File: src/pkg/bridge_ctl_pkg.sv
// Purpose: Shared constants for the bridge control and error log block.
// Assumes: Register port carries a 3-bit word index and 32-bit data.
// Notes: Offsets are word indices on the register access port.
package bridge_ctl_pkg;
	// ------------------------------------------------------------
	// Register indices
	// ------------------------------------------------------------
	localparam logic [2:0] IDX_ROM_ACCESS = 3'h0;
	localparam logic [2:0] IDX_MISC_TWO = 3'h1;
	localparam logic [2:0] IDX_IMAGE0_XLAT = 3'h2;
	localparam logic [2:0] IDX_IMAGE1_XLAT = 3'h3;
	localparam logic [2:0] IDX_ERR_CS = 3'h4;
	localparam logic [2:0] IDX_ERR_ADDR = 3'h5;
	localparam logic [2:0] IDX_ERR_DATA = 3'h6;
	// ------------------------------------------------------------
	// Rom access register fields
	// ------------------------------------------------------------
	localparam int ROM_BUSY_BIT = 31;
	localparam int ROM_WRITE_BIT = 16;
	localparam int ROM_ADDR_LSB = 8;
	// ------------------------------------------------------------
	// Second miscellaneous control fields
	// ------------------------------------------------------------
	localparam int M_TA_MAP = 0;
	localparam int M_FULL_BURST = 1;
	localparam int M_SINGLE_PF = 2;
	localparam int M_PF_COUNT_LSB = 3;
	localparam int M_POSTED_IMPROVE = 9;
	localparam int M_PARKING = 10;
	localparam int M_PARITY_ODD = 11;
	localparam int M_LATE_ROM = 12;
	localparam int M_ORDER_BYPASS = 13;
	localparam int M_WAKE_RESET = 14;
	localparam int M_IRQ_WAKE = 15;
	localparam int M_HOLD_OFF = 16;
	localparam int M_ABORT_MAP_DIS = 17;
	localparam int M_IMG1_PF_SEL = 18;
	localparam int M_ARBITER_EN = 19;
	localparam logic [31:0] MISC_TWO_RESET = 32'h0000_0008;
	localparam logic [31:0] MISC_TWO_WMASK = 32'h0007_FFFF;
	// ------------------------------------------------------------
	// Translation register fields
	// ------------------------------------------------------------
	localparam int X_BS_LSB = 0;
	localparam int X_REMAP_EN = 4;
	localparam int X_IO_SPACE = 5;
	localparam int X_ADDR_LSB = 16;
	localparam logic [31:0] XLAT_WMASK = 32'hFFFF_003F;
	localparam logic [31:0] XLAT_RESET = 32'h0000_0000;
	localparam logic [31:0] BLOCK_BASE_MASK = 32'hFFFF_0000;
	// ------------------------------------------------------------
	// Error log control fields
	// ------------------------------------------------------------
	localparam int E_ENABLE = 0;
	localparam int E_LOGGED = 1;
	localparam int E_CODE_LSB = 8;
	localparam int E_SIZE_LSB = 12;
	// ------------------------------------------------------------
	// Timing
	// ------------------------------------------------------------
	localparam int ROM_ACCESS_CYCLES = 64;
	localparam int ROM_BOOT_CYCLES = 512;
	localparam int WAKE_RESET_CYCLES = 16;
endpackage

File: src/bridge_control_and_error_log.sv
// Purpose: Control and status registers of the bus bridge, with error log.
// Assumes: All inputs are synchronous to ref_clk_i.
// Notes: One register port is shared by the local bus and PCI sides.
// Functional notes
// Rom register works only while not busy
// Rom register writes always terminate normally; PCI writes are retried instead while the hold-off bit is set
// No rom at reset: register reads zero
// Late enable bit restores rom access
// Abort mapping picks bus error or normal
// Full burst bit forces four-beat bursts
// Single prefetch bit selects single cycles
// Image one prefetches four times count
// Parking bit keeps port on last bus
// Parity select: zero even, one odd
// Order bypass disables transaction ordering
// Wake from D3hot pulses local reset
// Interrupt pin in D3hot may request wake
// Hold-off strap retries all PCI accesses
// Arbiter strap enables internal arbiter
// Image select picks slave image
// Burst to I/O space gives bus error
// Image one posted I/O writes become delayed
// Remap replaces upper address lines
// Posted write error captured, flag set
// Flag cleared by one with enable zero
// Log fields read zero while flag clear; the error data register still returns log_data then
`timescale 1ns/1ps
module bridge_control_and_error_log #(
	parameter int ACCESS_CYCLES = bridge_ctl_pkg::ROM_ACCESS_CYCLES,
	parameter int BOOT_CYCLES = bridge_ctl_pkg::ROM_BOOT_CYCLES,
	parameter int WAKE_CYCLES = bridge_ctl_pkg::WAKE_RESET_CYCLES
) (
	input wire logic ref_clk_i, // Clock, 100 MHz.
	input wire logic reset_n_i, // Global reset, active low.
	input wire logic pci_reset_active_i, // PCI reset asserted, level.
	input wire logic rom_clock_line_i, // Rom clock line strap.
	input wire logic id_strap_pin_i, // Identification strap.
	input wire logic hold_off_strap_i, // Hold-off strap pin.
	input wire logic arbiter_strap_i, // Arbiter enable strap.
	input wire logic [7:0] rom_rdata_i, // Rom read data.
	input wire logic reg_req_i, // Register access request pulse.
	input wire logic reg_from_pci_i, // Request comes from PCI.
	input wire logic reg_write_i, // Request is a write.
	input wire logic [2:0] reg_index_i, // Register word index.
	input wire logic [31:0] reg_wdata_i, // Write data.
	input wire logic abort_valid_i, // PCI abort on delayed cycle.
	input wire logic abort_is_target_i, // Abort is target abort.
	input wire logic [31:0] local_data_i, // Local data for parity.
	input wire logic [3:0] local_parity_i, // Local parity received.
	input wire logic power_wake_i, // Host D3hot to D0 change pulse.
	input wire logic in_d3hot_i, // Power state is D3hot.
	input wire logic wake_support_flag_i, // Wake support enabled.
	input wire logic local_interrupt_pin_n_i, // Local interrupt pin, low.
	input wire logic bridge_chip_select_n_i, // Slave chip select, low.
	input wire logic slave_image_select_i, // Slave image select.
	input wire logic [31:0] slv_addr_i, // Local slave address.
	input wire logic slv_burst_i, // Local slave burst.
	input wire logic slv_posted_i, // Single posted write.
	input wire logic pw_error_i, // Posted write bus error pulse.
	input wire logic [31:0] pw_addr_i, // Failed write address.
	input wire logic [31:0] pw_data_i, // Failed write data.
	input wire logic [3:0] pw_code_i, // Failed transfer code.
	input wire logic [1:0] pw_size_i, // Failed transfer size.
	output logic reg_ack_o, // Normal termination pulse.
	output logic reg_retry_o, // Retry pulse.
	output logic [31:0] reg_rdata_o, // Read data.
	output logic port_parked_pci_o, // Register port on PCI side.
	output logic abort_bus_error_o, // Abort ends as bus error.
	output logic abort_normal_o, // Abort ends normally.
	output logic full_burst_only_o, // Four-beat bursts only.
	output logic single_prefetch_o, // Prefetch with single cycles.
	output logic [7:0] image1_prefetch_bytes_o, // Image 1 prefetch bytes.
	output logic image1_prefetch_select_o, // Image 1 prefetch select.
	output logic [3:0] local_parity_o, // Generated parity.
	output logic parity_error_o, // Parity check failed.
	output logic ordering_enforce_o, // Ordering enforced.
	output logic local_reset_out_n_o, // Local reset out, low.
	output logic wake_request_o, // Wake event request.
	output logic pci_hold_off_o, // PCI accesses retried.
	output logic arbiter_enable_o, // Internal arbiter enabled.
	output logic slv_valid_o, // Slave decode result valid.
	output logic slv_image_o, // Image used.
	output logic [31:0] slv_pci_addr_o, // Translated PCI address.
	output logic slv_bus_error_o, // Slave access gets bus error.
	output logic slv_delayed_write_o, // Write handled as delayed.
	output logic error_irq_o // Error log interrupt request.
);
	import bridge_ctl_pkg::*;

	logic [31:0] misc_two;
	logic [31:0] xlat [2];
	logic log_enable, logged;
	logic [3:0] log_code;
	logic [1:0] log_size;
	logic [31:0] log_addr, log_data;
	logic rom_present, pci_rst_d, boot, rom_busy, rom_start;
	logic [7:0] rom_rdata, rom_addr;
	logic rom_enabled, wr, rd, pci_refused, last_pci;
	logic [15:0] wake_count;
	logic [31:0] mask;
	logic [3:0] raw_parity;

	// ------------------------------------------------------------
	// Request decode
	// ------------------------------------------------------------
	assign pci_refused = reg_req_i && reg_from_pci_i && misc_two[M_HOLD_OFF];
	assign wr = reg_req_i && reg_write_i && !pci_refused;
	assign rd = reg_req_i && !reg_write_i && !pci_refused;
	assign rom_enabled = rom_present || misc_two[M_LATE_ROM];
	assign rom_start = wr && reg_index_i == IDX_ROM_ACCESS && rom_enabled && !rom_busy;

	// ------------------------------------------------------------
	// Straps
	// ------------------------------------------------------------
	always_ff @(posedge ref_clk_i or negedge reset_n_i) begin
		if (!reset_n_i) begin
			rom_present <= 1'b0;
			arbiter_enable_o <= 1'b0;
			pci_rst_d <= 1'b0;
		end else begin
			pci_rst_d <= pci_reset_active_i;
			if (pci_reset_active_i) begin
				rom_present <= rom_clock_line_i || id_strap_pin_i;
				arbiter_enable_o <= arbiter_strap_i;
			end
		end
	end
	assign boot = pci_rst_d && !pci_reset_active_i && rom_present;

	rom_access_engine #(
		.ACCESS_CYCLES(ACCESS_CYCLES),
		.BOOT_CYCLES(BOOT_CYCLES)
	) u_rom (
		.ref_clk_i(ref_clk_i),
		.reset_n_i(reset_n_i),
		.boot_i(boot),
		.start_i(rom_start),
		.write_i(reg_wdata_i[ROM_WRITE_BIT]),
		.rom_rdata_i(rom_rdata_i),
		.busy_o(rom_busy),
		.rdata_o(rom_rdata)
	);

	always_ff @(posedge ref_clk_i or negedge reset_n_i) begin
		if (!reset_n_i) begin
			rom_addr <= 8'h00;
		end else if (rom_start) begin
			rom_addr <= reg_wdata_i[ROM_ADDR_LSB +: 8];
		end
	end

	// ------------------------------------------------------------
	// Control registers
	// ------------------------------------------------------------
	always_ff @(posedge ref_clk_i or negedge reset_n_i) begin
		if (!reset_n_i) begin
			misc_two <= MISC_TWO_RESET;
		end else if (pci_reset_active_i) begin
			misc_two[M_HOLD_OFF] <= hold_off_strap_i;
		end else if (wr && reg_index_i == IDX_MISC_TWO) begin
			misc_two <= reg_wdata_i & MISC_TWO_WMASK;
		end
	end

	always_ff @(posedge ref_clk_i or negedge reset_n_i) begin
		if (!reset_n_i) begin
			xlat[0] <= XLAT_RESET;
			xlat[1] <= XLAT_RESET;
		end else if (wr && reg_index_i == IDX_IMAGE0_XLAT) begin
			xlat[0] <= reg_wdata_i & XLAT_WMASK;
		end else if (wr && reg_index_i == IDX_IMAGE1_XLAT) begin
			xlat[1] <= reg_wdata_i & XLAT_WMASK;
		end
	end

	// ------------------------------------------------------------
	// Error log
	// ------------------------------------------------------------
	always_ff @(posedge ref_clk_i or negedge reset_n_i) begin
		if (!reset_n_i) begin
			log_enable <= 1'b0;
			logged <= 1'b0;
			log_code <= 4'h0;
			log_size <= 2'h0;
			log_addr <= 32'h0000_0000;
			log_data <= 32'h0000_0000;
		end else begin
			if (wr && reg_index_i == IDX_ERR_CS) begin
				log_enable <= reg_wdata_i[E_ENABLE];
				if (reg_wdata_i[E_LOGGED] && !reg_wdata_i[E_ENABLE]) begin
					logged <= 1'b0;
				end
			end
			if (pw_error_i && !logged) begin
				logged <= 1'b1;
				log_code <= pw_code_i;
				log_size <= pw_size_i;
				log_addr <= pw_addr_i;
				log_data <= pw_data_i;
			end
		end
	end

	// ------------------------------------------------------------
	// Register read and termination
	// ------------------------------------------------------------
	always_ff @(posedge ref_clk_i or negedge reset_n_i) begin
		if (!reset_n_i) begin
			reg_ack_o <= 1'b0;
			reg_retry_o <= 1'b0;
			reg_rdata_o <= 32'h0000_0000;
		end else begin
			reg_ack_o <= reg_req_i && !pci_refused;
			reg_retry_o <= pci_refused;
			if (rd) begin
				case (reg_index_i)
					IDX_ROM_ACCESS: begin
						if (!rom_enabled) begin
							reg_rdata_o <= 32'h0000_0000;
						end else if (rom_busy) begin
							reg_rdata_o <= 32'h0000_0001 << ROM_BUSY_BIT;
						end else begin
							reg_rdata_o <= {16'h0000, rom_addr, rom_rdata};
						end
					end
					IDX_MISC_TWO: begin
						reg_rdata_o <= misc_two | (32'(arbiter_enable_o) << M_ARBITER_EN);
					end
					IDX_IMAGE0_XLAT: reg_rdata_o <= xlat[0];
					IDX_IMAGE1_XLAT: reg_rdata_o <= xlat[1];
					IDX_ERR_CS: begin
						reg_rdata_o <= logged ? {18'h0_0000, log_size, log_code, 6'h00,
							logged, log_enable} : {31'h0000_0000, log_enable};
					end
					IDX_ERR_ADDR: reg_rdata_o <= logged ? log_addr : 32'h0000_0000;
					IDX_ERR_DATA: reg_rdata_o <= log_data;
					default: reg_rdata_o <= 32'h0000_0000;
				endcase
			end
		end
	end

	// ------------------------------------------------------------
	// Port parking
	// ------------------------------------------------------------
	always_ff @(posedge ref_clk_i or negedge reset_n_i) begin
		if (!reset_n_i) begin
			last_pci <= 1'b1;
			port_parked_pci_o <= 1'b1;
		end else begin
			if (reg_req_i) begin
				last_pci <= reg_from_pci_i;
			end
			port_parked_pci_o <= !misc_two[M_PARKING] ||
				(reg_req_i ? reg_from_pci_i : last_pci);
		end
	end

	// ------------------------------------------------------------
	// Mode outputs
	// ------------------------------------------------------------
	always_comb begin
		for (int i = 0; i < 4; i++) begin
			raw_parity[i] = ^local_data_i[i*8 +: 8];
		end
	end

	always_ff @(posedge ref_clk_i or negedge reset_n_i) begin
		if (!reset_n_i) begin
			abort_bus_error_o <= 1'b0;
			abort_normal_o <= 1'b0;
			full_burst_only_o <= 1'b0;
			single_prefetch_o <= 1'b0;
			image1_prefetch_bytes_o <= 8'h04;
			image1_prefetch_select_o <= 1'b0;
			local_parity_o <= 4'h0;
			parity_error_o <= 1'b0;
			ordering_enforce_o <= 1'b1;
			pci_hold_off_o <= 1'b0;
			wake_request_o <= 1'b0;
			error_irq_o <= 1'b0;
		end else begin
			abort_bus_error_o <= abort_valid_i && (!misc_two[M_ABORT_MAP_DIS] ||
				(abort_is_target_i && misc_two[M_TA_MAP]));
			abort_normal_o <= abort_valid_i && misc_two[M_ABORT_MAP_DIS] &&
				!(abort_is_target_i && misc_two[M_TA_MAP]);
			full_burst_only_o <= misc_two[M_FULL_BURST];
			single_prefetch_o <= misc_two[M_SINGLE_PF];
			image1_prefetch_bytes_o <= {misc_two[M_PF_COUNT_LSB +: 6], 2'b00};
			image1_prefetch_select_o <= misc_two[M_IMG1_PF_SEL];
			local_parity_o <= raw_parity ^ {4{misc_two[M_PARITY_ODD]}};
			parity_error_o <= (raw_parity ^ {4{misc_two[M_PARITY_ODD]}}) != local_parity_i;
			ordering_enforce_o <= !misc_two[M_ORDER_BYPASS];
			pci_hold_off_o <= misc_two[M_HOLD_OFF];
			wake_request_o <= misc_two[M_IRQ_WAKE] && wake_support_flag_i && in_d3hot_i &&
				!local_interrupt_pin_n_i;
			error_irq_o <= logged && log_enable;
		end
	end

	// ------------------------------------------------------------
	// Wake reset
	// ------------------------------------------------------------
	always_ff @(posedge ref_clk_i or negedge reset_n_i) begin
		if (!reset_n_i) begin
			wake_count <= 16'h0000;
			local_reset_out_n_o <= 1'b1;
		end else begin
			if (power_wake_i && misc_two[M_WAKE_RESET]) begin
				wake_count <= 16'(WAKE_CYCLES);
			end else if (wake_count != 16'h0000) begin
				wake_count <= wake_count - 16'h0001;
			end
			local_reset_out_n_o <= !((power_wake_i && misc_two[M_WAKE_RESET]) ||
				wake_count > 16'h0001);
		end
	end

	// ------------------------------------------------------------
	// Slave image decode
	// ------------------------------------------------------------
	assign mask = BLOCK_BASE_MASK << xlat[slave_image_select_i][X_BS_LSB +: 4];

	always_ff @(posedge ref_clk_i or negedge reset_n_i) begin
		if (!reset_n_i) begin
			slv_valid_o <= 1'b0;
			slv_image_o <= 1'b0;
			slv_pci_addr_o <= 32'h0000_0000;
			slv_bus_error_o <= 1'b0;
			slv_delayed_write_o <= 1'b0;
		end else begin
			slv_valid_o <= !bridge_chip_select_n_i;
			if (!bridge_chip_select_n_i) begin
				slv_image_o <= slave_image_select_i;
				slv_pci_addr_o <= xlat[slave_image_select_i][X_REMAP_EN] ?
					((slv_addr_i & ~mask) | (xlat[slave_image_select_i] & mask)) :
					slv_addr_i;
				slv_bus_error_o <= slv_burst_i &&
					xlat[slave_image_select_i][X_IO_SPACE];
				slv_delayed_write_o <= slave_image_select_i && slv_posted_i &&
					!slv_burst_i && xlat[1][X_IO_SPACE];
			end
		end
	end
endmodule

File: src/rom_access_engine.sv
// Purpose: Busy sequencer for boot loading and register-driven rom accesses.
// Assumes: Start and boot strobes are one-cycle pulses.
// Notes: Read data is sampled from the rom data input when a read access ends.
`timescale 1ns/1ps
module rom_access_engine #(
	parameter int ACCESS_CYCLES = bridge_ctl_pkg::ROM_ACCESS_CYCLES,
	parameter int BOOT_CYCLES = bridge_ctl_pkg::ROM_BOOT_CYCLES
) (
	input wire logic ref_clk_i, // Clock.
	input wire logic reset_n_i, // Asynchronous reset, active low.
	input wire logic boot_i, // Start of boot load.
	input wire logic start_i, // Register-driven access start.
	input wire logic write_i, // Access is a write.
	input wire logic [7:0] rom_rdata_i, // Data returned by the rom.
	output logic busy_o, // Access or load in progress.
	output logic [7:0] rdata_o // Last read data.
);
	import bridge_ctl_pkg::*;

	logic [15:0] count;
	logic reading;

	// ------------------------------------------------------------
	// Busy counter
	// ------------------------------------------------------------
	always_ff @(posedge ref_clk_i or negedge reset_n_i) begin
		if (!reset_n_i) begin
			count <= 16'h0000;
			busy_o <= 1'b0;
			reading <= 1'b0;
		end else if (boot_i) begin
			count <= 16'(BOOT_CYCLES - 1);
			busy_o <= 1'b1;
			reading <= 1'b0;
		end else if (start_i && !busy_o) begin
			count <= 16'(ACCESS_CYCLES - 1);
			busy_o <= 1'b1;
			reading <= !write_i;
		end else if (busy_o) begin
			if (count == 16'h0000) begin
				busy_o <= 1'b0;
				reading <= 1'b0;
			end else begin
				count <= count - 16'h0001;
			end
		end
	end

	always_ff @(posedge ref_clk_i or negedge reset_n_i) begin
		if (!reset_n_i) begin
			rdata_o <= 8'h00;
		end else if (busy_o && reading && count == 16'h0000) begin
			rdata_o <= rom_rdata_i;
		end
	end
endmodule
File: config.mk
export PLATFORM = sky130hd
export DESIGN_NAME = bridge_control_and_error_log
export DESIGN_NICKNAME = d
export VERILOG_FILES = /design/src/pkg/bridge_ctl_pkg.sv /design/src/bridge_control_and_error_log.sv /design/src/rom_access_engine.sv
export SDC_FILE = /design/constraint.sdc
export NUM_CORES = 1
export LEC_CHECK = 0
export BUFFER_PORTS_ARGS = -buffer_cell sky130_fd_sc_hd__clkbuf_2
export CAP_MARGIN = 25
export CELL_PAD_IN_SITES_DETAIL_PLACEMENT = 0
export CELL_PAD_IN_SITES_GLOBAL_PLACEMENT = 1
export CORE_ASPECT_RATIO = 1.4
export CORE_UTILIZATION = 46
export DETAILED_ROUTE_END_ITERATION = 10
export GPL_TIMING_DRIVEN = 0
export PLACE_DENSITY_LB_ADDON = 0.25
export SLEW_MARGIN = 10
export SYNTH_ARGS = -nofsm -noshare
export SYNTH_HDL_FRONTEND = slang
export SYNTH_SLANG_ARGS = --single-unit
File: constraint.sdc
create_clock -name ref_clk_i -period 4.85 [get_ports ref_clk_i]
set_clock_uncertainty 0.2 [all_clocks]
set_input_delay 0 -clock ref_clk_i [delete_from_list [all_inputs] [get_ports ref_clk_i]]
set_output_delay 0 -clock ref_clk_i [all_outputs]
set_load 0.1 [all_outputs]
==> results of run 1 <==
final cells by class:
class                           instances  area, µm²
Fill cell                            2129       9280
Buffer                                 68        270
Multi-Input combinational cell        708       5440
Timing Repair Buffer                  504       3640
Tap cell                              365        457
Sequential cell                       281       7040
Clock inverter                         11       83.8
Inverter                               11       41.3
Clock buffer                           40        847
worst max-delay path by stage:
stage	slack (ns)	from	end
global placement	-2.32	reset_n_i	log_addr[22]
CTS	1.71	misc_two[16]	misc_two[10]
finish	1.73	misc_two[16]	misc_two[10]
detailed placement	1.72	misc_two[16]	misc_two[10]
global route	1.57	misc_two[16]	misc_two[8]
floorplan	2.24	u_rom.count[4]	u_rom.count[6]
worst max-delay path: stages (launching register included):
cell	delay (ns)
dfrtp_1	0.44
a21boi_1	0.60
nand3_1	0.24
or2_2	0.32
clkbuf_1	0.29
buf_1	0.48
mux2_2	0.42
state kept, by name, summed over array words and instances (netlist names), 16 cells and up:
register and flops:
xlat 44, log_addr 32, log_data 32, reg_rdata_o 32
slv_pci_addr_o 32, misc_two 19, u_rom.count 16, wake_count 16
power groups by stage:
stage / logic [mW] / clock network (mW) / registers (mW)
floorplan: 1.17 / 0 / 4.37
global placement: 2.75 / 0 / 3.45
detailed placement: 2.79 / 0 / 3.46
CTS: 3.01 / 2.22 / 3.42
global route: 3.21 / 2.31 / 3.51
finish: 3.01 / 2.18 / 3.43
per-stage QoR:
stage               std cells  worst slack (ns)
floorplan                1068              2.24
global placement         1726             -2.32
detailed placement       1728              1.72
CTS                      1988              1.71
global route             1988              1.57
finish                   1988              1.73
cell families (layout without fill, tap and decap cells):
kind of cell,count (synthesis),in the layout,share of synthesized area [%]
buf+inv,79,634,2.44
fa+ha+maj,4,4,0.392
compound gates,208,208,10.7
xor+xnor,53,53,4.06
other cells,1,2,0.0293
simple gates,225,225,8.58
flops,281,281,55.1
mux,216,216,18.7
layer usage:
| layer | track usage [%] | vias up | wire length, µm | share of wire, % |
|---|---|---|---|---|
| met3 | 3.79 | 82 | 1520 | 3.9 |
| met2 | 51.3 | 299 | 20600 | 53 |
| li1 | - | 4917 | - | - |
| met4 | 12.2 | 0 | 1550 | 4.0 |
| met5 | 0 | - | 0 | 0 |
| met1 | 31.8 | 5201 | 15000 | 39 |
layout by cell type, fill, tap and decap left out, types with 6 or more instances in the layout:
cell type / netlist / final
clkbuf_2: 0 / 292
dfrtp_1: 275 / 275
dlygate4sd3_1: 0 / 208
mux2_2: 186 / 186
nand2_1: 92 / 92
o21ai_0: 74 / 74
clkbuf_1: 60 / 63
a21oi_1: 41 / 41
nor2_1: 39 / 39
xnor2_1: 38 / 38
mux2i_1: 30 / 30
clkbuf_16: 0 / 29
a22oi_1: 16 / 16
nor3_1: 14 / 14
nand3_1: 13 / 13
inv_1: 11 / 11
xor2_1: 11 / 11
a222oi_1: 10 / 10
nor2b_1: 9 / 9
a221oi_1: 9 / 9
clkbuf_8: 0 / 9
clkinv_2: 0 / 9
a22o_1: 8 / 8
or2_2: 7 / 7
and3_1: 7 / 7
o31ai_1: 7 / 7
nand4_1: 6 / 6
a21o_1: 6 / 6
dfstp_2: 6 / 6
timing repair:
item | 4_1_cts | 5_1_grt
hold buffers | 209 | 0
endpoints found under the setup margin | 0 | 0
resized for setup | 0 | 0
endpoints found under the hold margin | 501 | 0
==> flow_summary.ini, run 1 <==
[sta]
rsz0062_at_grt = false
fmax_mhz = 320
finalCriticalPeriod_ns = 3.12
hold_violations = 0
holdWs_ns = 0.0230
tightest_slew_ns = 0.907
setup_viol = 0
tns_ns = 0
max_slew_margin_pct = 39.5
period_share_pct = 64.4
maxSlewViolCount = 0

[synthesis]
syn_avg_cell_area_um2 = 12.0
synthArstFlopShare_pct = 100
netlist_instances = 1067
synth_top_cell_by_area = dfrtp_1
seq_area_frac_synth_pct = 55.1
yosys.cell_types.count = 66
synth_seq_cells = 281
yosysWarnings = 0
synthTopCellsByArea = dfrtp_1 (54%), mux2_2 (16%), o21ai_0 (2.9%), nand2_1 (2.7%), xnor2_1 (2.6%)
netlist_area_mm2 = 0.0128
synth_ff_type = dfrtp_1
yosys.area.top_type_share_pct = 53.8
yosys-top-cells-count = dfrtp_1 (275), mux2_2 (186), nand2_1 (92)
synth_most_common_cell = dfrtp_1
synth_edf_count = 0

[layout]
nNetsFinal = 1808
areaGrowthSynthToFinish_pct = 39.4
design_area_mm2 = 0.0178
antenna_cells = 0
fin_util_pct = 65.7
drive_above_1_share_pct = 34.5

[route]
routedWlPerCell_um = 19.5
drt_iter0_drc = 465
viasPerCell = 5.28
drt-pass1-iter-count = 5
ant_nets = 0
via_count = 10500
drc = 0
wl_um = 38700

[critical_path]
cp.required_ns = 5.08
r2r_start = misc_two[16]
startpoint_type = flip-flop
reg2reg_depth = 6
crit_path_max_fanout = 10
critPathKind = flip-flop to flip-flop
endpoint_kind = flip-flop
r2r_slack_ns = 1.73
worstPathArrival_ns = 3.35
reg2reg_to = misc_two[10]

[place]
port_buffers = 293
hpwl_um = 26600
placed_area_mm2 = 0.0148
gp_congestion = 0.868

[clock_network]
cts.sinks = 281
clock_path_buffers = 3
h-tree-depth = 1
post_cts_buffers = 0
cts_tree = done
cts_root_buffer = clkbuf_16
worstSkewPairLatency_ns = 0.54
cts_buffers = 28
clkTransAtPathRegs_ns = 0.06

[die]
fp.dieH_um = 199
die_area_mm2 = 0.0285
num_rows = 71
initial_utilization_pct = 47.2
die_x_um = 143
io_pins = 297
coreArea_mm2 = 0.0271

[power]
switchingPower_mw = 3.28
seq_power_share_pct = 39.8
leakage_nw = 8.19
switching_share_pct = 38.0
power_frac_comb_pct = 34.9
p_per_area_mw_per_mm2 = 484
vdd_ir_drop_max_v = 0.000366
total_power_mw = 8.62
pwr-share-clk_pct = 25.3
p_int_mw = 5.34

[hold_path]
whs_path_depth = 3
hold_path_end = log_addr[24]
worstHoldPathType = input port to flip-flop
min-delay-start = pw_addr_i[24]

[global_routing]
grt_max_degree = 104
grt_pass1_wl_um = 60000
grt_overflow = 0
grt_usage_pct = 27.8
antenna_found_initial = 0
grt_pass1_vias = 11100

[run_status]
run_status = completed

[job]
maxCapViolCount = 0
Power figures use the tool's default switching activity.
==> run 2: changes to the inputs <==
- CORE_UTILIZATION: 46 -> 39
- clock period: 4.85 -> 2.6 ns (I/O delays scaled with it)
==> run 2 against run 1 <==
Design area is 3.3% higher; clock-buffer cell count rose by 3; core utilization shrank 8.8 points; via count rose by 0.70%; cell count is 5.6% higher; worst setup slack worse by 1.6 ns; total power is 90% higher; clock power increased by 100%; first-iteration DRC count fell by 1.3%; highest routed layer unchanged.
==> flow_summary.ini, run 2 (synthesis results as in run 1) <==
[route]
drt_iter0_drc = 459
ant_nets = 0
drc = 0
wl_met1_um = 15800
wl_met3_um = 1760
viasPerCell = 5.04
via_count = 10600
drt-pass1-iter-count = 5
wl_um = 39800
routedWlPerCell_um = 18.9
routed.top_layer = met4
wl_met2_um = 20900

[place]
port_buffers = 293
hpwl_um = 27900
preCtsSetupSlack_ns = -0.752
gp_congestion = 0.841

[critical_path]
critPathKind = flip-flop to flip-flop
worstPathArrival_ns = 2.77
r2r_slack_ns = 0.08
path_cells = or4_4, nor4_4, nand4_1, buf_6, mux2_2
cp_num_buf_inv = 1
cp.required_ns = 2.85
critPathTopFamily = simple AND/OR/NAND/NOR gates
startpoint_type = flip-flop
cpMaxStageDelayCell = or4_4
crit_path_max_fanout = 8
endpoint_kind = flip-flop
crit_path_max_incr_delay_ns = 0.60

[sta]
tns_ns = 0
fin_ws_ns = 0.0791
holdWs_ns = 0.0133
tightest_slew_ns = 0.895
maxSlewViolCount = 0
fmax_mhz = 397
hold_violations = 0
max_slew_margin_pct = 40.0
setup_viol = 0
period_share_pct = 97.0
finalCriticalPeriod_ns = 2.52
rsz0062_at_grt = true

[hold_path]
worstHoldPathType = input port to flip-flop

[layout]
fill_cells = 2796
largest_register_ffs = 44
areaGrowthSynthToFinish_pct = 44.0
final_common_cell = clkbuf_2
drive_above_1_share_pct = 35.5
nNetsFinal = 1841
regMostFlops = xlat
mostFrequentLayoutCells = clkbuf_2 (297), dfrtp_1 (275), dlygate4sd3_1 (233), mux2_2 (186), nand2_1 (92)
fin_util_pct = 57.0

[die]
die_area_mm2 = 0.0335
io_pins = 297
num_rows = 78
die_x_um = 155
initial_utilization_pct = 39.6
fp.dieH_um = 216
coreArea_mm2 = 0.0323

[power]
power_frac_comb_pct = 34.1
switchingPower_mw = 6.21
pwr-share-clk_pct = 26.9
p_per_area_mw_per_mm2 = 891
vdd_ir_drop_max_v = 0.000725
switching_share_pct = 37.8
leakage_nw = 8.41
seq_power_share_pct = 39.0
total_power_mw = 16.4
p_int_mw = 10.2

[global_routing]
antenna_found_initial = 1
grt_max_degree = 83
grt_usage_pct = 24.0
grt_pass1_wl_um = 61600
grt_pass1_vias = 11100
grt_overflow = 0

[clock_network]
cts_tree = done
cts_buffers = 30
clock_path_buffers = 3
h-tree-depth = 1
worstSkewPairLatency_ns = 0.56
cts.sinks = 281
clkTransAtPathRegs_ns = 0.06
cts_root_buffer = clkbuf_16

[job]
maxCapViolCount = 0

[run_status]
run_status = completed
run 2: final timing paths:
check                                from                    endpoint  depth (start not counted)
min reg2reg                   misc_two[3]  image1_prefetch_bytes_o[2]                          0
max in group asynchronous       reset_n_i                log_addr[22]                          5
max                        u_rom.count[5]            u_rom.rdata_o[1]                          5
max reg2reg                u_rom.count[5]            u_rom.rdata_o[1]                          5
min                         pw_addr_i[23]                log_addr[23]                          3
min in group asynchronous       reset_n_i              wake_count[14]                          3
run 2: per-layer routing:
metal  track usage (%)  up-vias
met1              28.1     5247
met5                 0        -
met4              7.95        0
met3              3.30       69
li1                  -     4982
met2              44.5      275
run 2: worst register-to-register path: cells and delay by family (launching register included):
family / cells / cell delay [ns]
simple gates: 3 / 1.32
mux: 1 / 0.28
flops: 1 / 0.40
buf+inv: 1 / 0.21
run 2: layout make-up:
class	count	area (µm²)	area share [%]
Clock buffer	43	901	4.89
Multi-Input combinational cell	708	5490	29.8
Inverter	11	41.3	0.224
Clock inverter	12	125	0.680
Sequential cell	281	7040	38.2
Antenna cell	1	2.50	0.0136
Timing Repair Buffer	541	4000	21.7
Buffer	62	254	1.38
Tap cell	440	551	2.99
run 2: what timing repair did:
item,CTS,global route
endpoints found under the setup margin,117,62
resized for setup,9,17
cloned,0,0
pin swaps,3,3
hold buffers,233,0
buffers inserted,6,6
endpoints found under the hold margin,436,0
run 2: power by group through the flow:
stage,sequential (mW),clock [mW],combinational (mW)
after CTS,6.39,4.51,5.63
after floorplan,8.14,0,2.19
final,6.40,4.41,5.60
after detailed placement,6.45,0,5.26
after global placement,6.43,0,5.18
after global routing,6.56,4.67,6.00
run 2: per-stage QoR:
step | cell area [µm²] | cells
final | 18400 | 2099
after global placement | 14800 | 1801
after global routing | 18400 | 2099
after detailed placement | 14900 | 1804
after CTS | 18300 | 2098
after floorplan | 12800 | 1068
